## src/ustep_map.svh

```systemverilog
// constants for the unipolar stepper translator: phase patterns and timing
// assumes inclusion by bare name from the translator and host module files
`ifndef USTEP_MAP_SVH
`define USTEP_MAP_SVH
`define USTEP_PH_A 4'h1
`define USTEP_PH_B 4'h2
`define USTEP_PH_C 4'h4
`define USTEP_PH_D 4'h8
`define USTEP_POS_RESET 3'h0
`define USTEP_POS_LAST 3'h7
`define USTEP_STEP_MIN_NS 500
`define USTEP_CLK_NS 100
`define USTEP_STEP_MIN_CYC ((`USTEP_STEP_MIN_NS + `USTEP_CLK_NS - 1) / `USTEP_CLK_NS)
`endif

```

## src/ustep_pkg.sv

```systemverilog
// types for the unipolar stepper translator
// assumes nothing beyond the map header
package ustep_pkg;
    typedef enum logic [3:0] {
        USTEP_FMT_TWO = 4'h1,
        USTEP_FMT_WAVE = 4'h2,
        USTEP_FMT_HALF = 4'h4,
        USTEP_FMT_INHIBIT = 4'h8
    } ustep_fmt_e;
endpackage

```

## src/ustep_sync.sv

```systemverilog
// two-flop synchroniser for a vector of pin inputs
// assumes inputs are asynchronous to core_clk_i
`timescale 1ns/1ps
`default_nettype none
module ustep_sync #(
    parameter int WIDTH = 1
) (
    // clock and reset
    input wire logic core_clk_i,
    input wire logic srst_i,
    // pins in, synchronised out
    input wire logic [WIDTH-1:0] async_i,
    output logic [WIDTH-1:0] sync_o
);
    logic [WIDTH-1:0] meta_q;

    // first stage feeds only the second stage
    always_ff @(posedge core_clk_i)
    begin
        if (srst_i)
        begin
            meta_q <= '0;
            sync_o <= '0;
        end
        else
        begin
            meta_q <= async_i;
            sync_o <= meta_q;
        end
    end
endmodule
`default_nettype wire

```

## src/ustep_translator.sv

```systemverilog
// sequencer of a four-phase unipolar stepper translator
// assumes host pins are asynchronous and srst_i stands in for power-on reset
`timescale 1ns/1ps
`default_nettype none
`include "ustep_map.svh"
module ustep_translator (
    // clock and reset
    input wire logic core_clk_i,
    input wire logic srst_i,
    // host control pins
    input wire logic step_i,
    input wire logic dir_rev_i,
    input wire logic one_phase_i,
    input wire logic half_step_i,
    input wire logic out_dis_i,
    // thermal sensor flag
    input wire logic over_temp_i,
    // phase drives and status
    output logic [3:0] phase_o,
    output logic [2:0] position_o,
    output logic inhibit_o
);
    import ustep_pkg::*;

    typedef struct packed {
        logic step_prev;
        logic [2:0] pos;
        logic [3:0] pat;
        logic [3:0] phase;
        logic inhibit;
    } ustep_state_s;

    ustep_state_s st_q;
    ustep_state_s st_d;
    logic [5:0] pins_s;
    logic step_s;
    logic dir_s;
    logic one_s;
    logic half_s;
    logic dis_s;
    logic hot_s;
    logic adv;
    ustep_fmt_e fmt;

    // every pin crosses two flops before use
    ustep_sync #(.WIDTH(6)) u_sync (
        .core_clk_i(core_clk_i),
        .srst_i(srst_i),
        .async_i({step_i, dir_rev_i, one_phase_i, half_step_i, out_dis_i, over_temp_i}),
        .sync_o(pins_s)
    );
    assign {step_s, dir_s, one_s, half_s, dis_s, hot_s} = pins_s;

    // format decode from the two selects
    function automatic ustep_fmt_e fmt_decode(input logic one, input logic half);
        if (one && half)
            return USTEP_FMT_INHIBIT;
        else if (one)
            return USTEP_FMT_WAVE;
        else if (half)
            return USTEP_FMT_HALF;
        else
            return USTEP_FMT_TWO;
    endfunction

    // pattern for an eight-position index; full-step formats use even slots
    function automatic logic [3:0] pattern(input ustep_fmt_e f, input logic [2:0] p);
        logic [3:0] single;
        logic [3:0] nxt;
        single = 4'h0;
        nxt = 4'h0;
        case (p[2:1])
            2'h0:
            begin
                single = `USTEP_PH_A;
                nxt = `USTEP_PH_B;
            end
            2'h1:
            begin
                single = `USTEP_PH_B;
                nxt = `USTEP_PH_C;
            end
            2'h2:
            begin
                single = `USTEP_PH_C;
                nxt = `USTEP_PH_D;
            end
            default:
            begin
                single = `USTEP_PH_D;
                nxt = `USTEP_PH_A;
            end
        endcase
        case (f)
            USTEP_FMT_WAVE: pattern = single;
            // two-phase slot k is the pair ending at k, so position zero shows DA
            USTEP_FMT_TWO: pattern = single | ((p[2:1] == 2'h0) ? `USTEP_PH_D
                                     : (single >> 1));
            default: pattern = p[0] ? (single | nxt) : single;
        endcase
    endfunction

    // falling edge of the synchronised step
    assign adv = st_q.step_prev && !step_s;
    assign fmt = fmt_decode(one_s, half_s);

    // next state
    always_comb
    begin
        st_d = st_q;
        st_d.step_prev = step_s;
        st_d.inhibit = (fmt == USTEP_FMT_INHIBIT);
        if (adv && fmt != USTEP_FMT_INHIBIT)
        begin
            if (fmt == USTEP_FMT_HALF)
                st_d.pos = dir_s ? st_q.pos - 3'h1 : st_q.pos + 3'h1;
            else
                st_d.pos = dir_s ? {st_q.pos[2:1] - 2'h1, 1'b0}
                                 : {st_q.pos[2:1] + 2'h1, 1'b0};
        end
        // sequencer pattern kept apart from blanking, so inhibit holds it
        if (fmt == USTEP_FMT_INHIBIT)
            st_d.pat = st_q.pat;
        else
            st_d.pat = pattern(fmt, st_d.pos);
        // blanking only gates the drive; the held pattern survives it
        if (dis_s || hot_s)
            st_d.phase = 4'h0;
        else
            st_d.phase = st_d.pat;
    end

    // state register; reset doubles as power-on reset
    always_ff @(posedge core_clk_i)
    begin
        if (srst_i)
        begin
            st_q.step_prev <= 1'b0;
            st_q.pos <= `USTEP_POS_RESET;
            st_q.pat <= `USTEP_PH_A;
            st_q.phase <= `USTEP_PH_A;
            st_q.inhibit <= 1'b0;
        end
        else
            st_q <= st_d;
    end

    assign phase_o = st_q.phase;
    assign position_o = st_q.pos;
    assign inhibit_o = st_q.inhibit;

    // assertions
    a_off_when_disabled: assert property (@(posedge core_clk_i) disable iff (srst_i)
        ($past(dis_s) && !$past(srst_i)) |-> phase_o == 4'h0)
        else $error("phases on while disabled");
    a_off_when_hot: assert property (@(posedge core_clk_i) disable iff (srst_i)
        ($past(hot_s) && !$past(srst_i)) |-> phase_o == 4'h0)
        else $error("phases on while over temperature");
    a_wave_one_hot: assert property (@(posedge core_clk_i) disable iff (srst_i)
        ($past(fmt) == USTEP_FMT_WAVE && phase_o != 4'h0 && !$past(srst_i)) |-> $onehot(phase_o))
        else $error("wave format not one-hot");
    a_two_pair: assert property (@(posedge core_clk_i) disable iff (srst_i)
        ($past(fmt) == USTEP_FMT_TWO && phase_o != 4'h0 && !$past(srst_i)) |-> $countones(phase_o) == 2)
        else $error("two-phase format not a pair");
    a_inhibit_hold: assert property (@(posedge core_clk_i) disable iff (srst_i)
        (fmt == USTEP_FMT_INHIBIT) |=> $stable(position_o))
        else $error("position moved under inhibit");
    a_no_step_hold: assert property (@(posedge core_clk_i) disable iff (srst_i)
        !adv |=> $stable(position_o))
        else $error("position moved without step edge");
    a_fwd_half: assert property (@(posedge core_clk_i) disable iff (srst_i)
        (adv && fmt == USTEP_FMT_HALF && !dir_s) |=> position_o == $past(position_o) + 3'h1)
        else $error("half step forward wrong");
    a_rev_full: assert property (@(posedge core_clk_i) disable iff (srst_i)
        (adv && fmt == USTEP_FMT_WAVE && dir_s) |=> position_o[2:1] == $past(position_o[2:1]) - 2'h1)
        else $error("reverse step wrong");
    a_edge_single: assert property (@(posedge core_clk_i) disable iff (srst_i)
        adv |=> !adv)
        else $error("advance pulse longer than a cycle");
    a_reset_pattern: assert property (@(posedge core_clk_i)
        srst_i |=> phase_o == `USTEP_PH_A && position_o == `USTEP_POS_RESET)
        else $error("reset pattern wrong");

    // format shape and flag checks against the decoded selects, and drive restore once unblanked
    a_half_shape: assert property (@(posedge core_clk_i) disable iff (srst_i)
        ($past(fmt) == USTEP_FMT_HALF && phase_o != 4'h0 && !$past(srst_i))
        |-> $countones(phase_o) == (position_o[0] ? 2 : 1))
        else $error("half step pattern shape wrong");
    a_inhibit_flag: assert property (@(posedge core_clk_i) disable iff (srst_i)
        !$past(srst_i) |-> inhibit_o == ($past(fmt) == USTEP_FMT_INHIBIT))
        else $error("inhibit flag disagrees with selects");
    a_restore_on: assert property (@(posedge core_clk_i) disable iff (srst_i)
        (!$past(dis_s) && !$past(hot_s) && !$past(srst_i)) |-> phase_o != 4'h0)
        else $error("phases dark while enabled");
    // step order checks for the full-step formats
    a_fwd_full: assert property (@(posedge core_clk_i) disable iff (srst_i)
        (adv && fmt == USTEP_FMT_WAVE && !dir_s) |=> position_o[2:1] == $past(position_o[2:1]) + 2'h1)
        else $error("wave step forward wrong");
    a_fwd_two: assert property (@(posedge core_clk_i) disable iff (srst_i)
        (adv && fmt == USTEP_FMT_TWO && !dir_s) |=> position_o[2:1] == $past(position_o[2:1]) + 2'h1)
        else $error("two-phase step forward wrong");
    a_rev_two: assert property (@(posedge core_clk_i) disable iff (srst_i)
        (adv && fmt == USTEP_FMT_TWO && dir_s) |=> position_o[2:1] == $past(position_o[2:1]) - 2'h1)
        else $error("two-phase step reverse wrong");
    a_even_full: assert property (@(posedge core_clk_i) disable iff (srst_i)
        (adv && (fmt == USTEP_FMT_WAVE || fmt == USTEP_FMT_TWO)) |=> !position_o[0])
        else $error("full step left an odd position");
    // the advance pulse must mirror the synchronised step falling
    a_edge_detect: assert property (@(posedge core_clk_i) disable iff (srst_i)
        !$past(srst_i) |-> adv == $fell(step_s))
        else $error("advance pulse does not match step edge");
endmodule
`default_nettype wire

```

## config.mk

```make
export PLATFORM = sky130hd
export DESIGN_NAME = ustep_translator
export DESIGN_NICKNAME = d
export VERILOG_FILES = /design/src/ustep_pkg.sv /design/src/ustep_sync.sv /design/src/ustep_translator.sv
export VERILOG_INCLUDE_DIRS = /design/src /design/src/src
export SDC_FILE = /design/constraint.sdc
export NUM_CORES = 1
export LEC_CHECK = 0
export BUFFER_PORTS_ARGS = -buffer_cell sky130_fd_sc_hd__buf_2
export CELL_PAD_IN_SITES_DETAIL_PLACEMENT = 0
export CELL_PAD_IN_SITES_GLOBAL_PLACEMENT = 1
export CORE_MARGIN = 2
export CORE_UTILIZATION = 43
export CTS_CLUSTER_DIAMETER = 150
export DETAILED_ROUTE_END_ITERATION = 10
export GPL_TIMING_DRIVEN = 0
export PLACE_DENSITY = 0.85
export SLEW_MARGIN = 30
export SYNTH_ARGS = -nofsm -noshare
export SYNTH_HDL_FRONTEND = slang
export SYNTH_SLANG_ARGS = --single-unit
```

## constraint.sdc

```tcl
create_clock -name core_clk_i -period 3.9 [get_ports core_clk_i]
set_clock_uncertainty 0.1 [all_clocks]
set_input_delay 0.78 -clock core_clk_i [delete_from_list [all_inputs] [get_ports core_clk_i]]
set_output_delay 0.78 -clock core_clk_i [all_outputs]
set_load 0.02 [all_outputs]
```

==> impl_metrics.py <==
metrics = {
    "grt": {
        "grt_usage_pct": 14.79,
        "grt_max_degree": 14,
        "first_global_vias": 819,
        "grt_pass1_wl_um": 3739,
        "antenna_found_initial": 0,
        "grt_remaining_overflow": 0,
    },
    "synth": {
        "syn_avg_cell_area_sq_um": 9.476,
        "ys_types": 39,
        "synth_top_cell_area_share_pct": 40.94,
        "synth_cells": 129,
        "async_reset_ff_share_pct": 0,
        "netlist_area_sq_um": 1222,
        "ys_top_cells_by_area": "dfxtp_1 41%, nor2b_1 7.2%, buf_4 4.3%, ha_1 4.1%, mux2i_1 4.1%",
        "synth.most_common_cell": "dfxtp_1",
        "ys.flop_type": "dfxtp_1",
        "synth_nets": 142,
        "ys_seq_elements": 25,
        "synthTopCellsByCount": "25 x dfxtp_1, 14 x nor2b_1, 7 x buf_4, 7 x nand2_1, 7 x nor2_1",
        "yosys.area.top_type": "dfxtp_1",
        "ys_warn_count": 0,
        "synth_edf_count": 0,
        "ys_seq_area_share_pct": 40.94,
    },
    "sta": {
        "finalCritPeriodShare_pct": 82.11,
        "worstMarginPinSlew_ns": 0.4857,
        "grt_setup_unrepaired": "no",
        "hold_violations": 0,
        "drv_slew": 0,
        "fmax_ghz": 0.3123,
        "setup_slack_ns": 0.6979,
        "slew_headroom_pct": 67.40,
        "setup_viol": 0,
        "fin_crit_ns": 3.202,
        "fin_tns_setup_ns": 0,
    },
    "clock_tree": {
        "cts-resized-gates": 0,
        "cts_max_level": 1,
        "clk_pin_slew_ns": 0.13,
        "clkLatencyLatePin_ns": 0.31,
        "holdBufCountCts": 0,
        "cts_setup_buffers": 0,
        "cts.path.max_buffers": 2,
        "cts.sinks": 25,
        "cts_buffers": 3,
        "cts-root-buf": "clkbuf_4",
        "cts_tree": "built",
    },
    "routing": {
        "drtIter0Drc": 19,
        "vias": 949,
        "wl_um": 2274,
        "drtPass1Iterations": 4,
        "wl_per_cell_um": 12.70,
        "via_per_inst": 5.302,
        "final_antenna_net_count": 0,
        "post-route-drc-count": 0,
    },
    "power_and_ir_drop": {
        "intPower_w": 0.0003340,
        "total_power_w": 0.0004456,
        "p_sw_share_pct": 25.04,
        "p_per_area_nw_per_um2": 327.0,
        "clkPwrFrac_pct": 25.6,
        "p_comb_share_pct": 13.3,
        "ir_drop_mv": 0.2335,
        "seqPwrFrac_pct": 61.1,
        "switching_power_w": 0.0001116,
        "p_leak_nw": 0.5881,
    },
    "outcome": {
        "outcome": "completed",
    },
    "floorplanning": {
        "dieArea_sq_um": 3286,
        "die_h_um": 57.32,
        "core_area_sq_um": 2734,
        "io-pin-count": 16,
        "fp.dieW_um": 57.32,
        "start_util_pct": 44.71,
        "rows": 19,
    },
    "worst_setup_path": {
        "cp_cell_sequence": "fa_1, o221a_1, nor3_4, xor2_2, inv_2, ha_1, o21ai_0, nand2_1, a311oi_1, a32o_1, a21oi_1",
        "start_kind": "flip-flop",
        "cp_top_family": "compound AO/OA/AOI/OAI gates",
        "crit_slowest_cell": "fa_1",
        "critPathMaxStageDelay_ns": 0.47,
        "crit_required_ns": 3.99,
        "critPathMaxFanout": 7,
        "worstPathBufferInverterCount": 1,
        "crit_type": "flip-flop to flip-flop",
        "endpoint_kind": "flip-flop",
        "r2r_cells": 11,
        "crit_arrival_ns": 3.29,
        "cp.depth": 11,
    },
    "placement": {
        "place_congestion": 0.8713,
        "dp.cells": 175,
        "dp_worst_setup_slack_ns": 0.7479,
        "portBuffers": 15,
        "dp_hpwl_um": 1736,
    },
    "min_path": {
        "hold_path_class": "flip-flop to flip-flop",
        "hold_depth": 1,
    },
    "final_layout": {
        "fin_nets": 162,
        "fillers": 266,
        "diodes": 0,
        "finalNonFillerCells": 179,
        "drive_gt1_share_pct": 22.30,
        "syn_to_final_growth_pct": 11.46,
    },
    "job": {
        "maxCapViolations": 0,
    },
}
## through the flow
step	hold WS, ns	instance area, sq um	util (%)
2_1_floorplan	0.3138	1222	-
3_3_place_gp	0.3168	1336	48.88
3_5_place_dp	0.3299	1336	48.88
4_1_cts	0.3593	1363	49.84
5_1_grt	0.3706	1363	49.84
6_report	0.3555	1363	49.84
## worst register-to-register path, delay by kind of cell (launching register included)
kind	cells	cell delay, ns
flip-flops	1	0.41
AND/OR/NAND/NOR	2	0.34
XOR/XNOR	1	0.31
adder cells (fa/ha/maj)	2	0.70
AO/OA/AOI/OAI	5	1.13
buffers and inverters	1	0.09
## flip-flops by register name, summed over array words and instances (netlist names)
signal	cells
u_sync.sync_o	6
phase_o	4
u_sync.meta_q	6
inhibit_o	1
st_q	5
position_o	3
## path summary, 6_finish.rpt
kind,from,endpoint,slack (ns)
max,position_o[1],st_q[5],0.70
min,u_sync.meta_q[2],u_sync.sync_o[2],0.36
max reg2reg,position_o[1],st_q[5],0.70
min reg2reg,u_sync.meta_q[2],u_sync.sync_o[2],0.36
## placed cells by master, fill, tap and decap left out, types with 2 or more instances in the layout
cell | netlist | routed
mux2i_1 | 5 | 5
nand2b_1 | 4 | 4
buf_4 | 7 | 7
nand2_1 | 7 | 7
nor3_1 | 2 | 2
nand3b_1 | 2 | 2
nand3_1 | 3 | 3
nor2b_1 | 14 | 14
clkbuf_1 | 4 | 5
and2_1 | 3 | 3
ha_1 | 4 | 4
clkbuf_4 | 0 | 3
nor2_1 | 7 | 7
a21oi_1 | 6 | 6
o21ai_0 | 4 | 4
a311oi_1 | 3 | 3
dfxtp_1 | 25 | 25
o21ai_1 | 2 | 2
buf_2 | 0 | 15
o221ai_1 | 2 | 2
inv_1 | 4 | 4
xnor2_1 | 2 | 2
## per-layer routing
metal / global-route usage (%) / vias up / wire length, um
met5: 0 / - / 0
met4: 6.977 / 0 / 35
met3: 3.401 / 6 / 103
met2: 24.14 / 27 / 1105
met1: 18.52 / 440 / 1029
li1: - / 476 / -
## cells by family after synthesis
| kind of cell | share of synthesized area (%) |
|---|---|
| AND/OR/NAND/NOR | 22.93 |
| AO/OA/AOI/OAI | 15.25 |
| flip-flops | 40.94 |
| buffers and inverters | 8.289 |
| multiplexers | 4.094 |
| adder cells (fa/ha/maj) | 5.732 |
| XOR/XNOR | 2.764 |
## power groups by stage
stage                     clock [W]  sequential, W  combinational, W
after CTS                  0.000119       0.000272         0.0000594
final                      0.000114       0.000272         0.0000593
after global routing       0.000129       0.000274         0.0000664
after global placement            0       0.000277         0.0000576
after floorplan                   0       0.000277         0.0000447
after detailed placement          0       0.000278         0.0000592
## layout make-up
class,instances,area (sq um),area share (%)
plain buffers,12,78.83,5.785
well taps,31,38.79,2.847
multi-input cells,86,620.6,45.55
flip-flops and latches,25,500.5,36.73
repair buffers,15,75.07,5.510
clock buffers,4,26.28,1.928
inverters,6,22.52,1.653
Power figures use the tool's default switching activity.
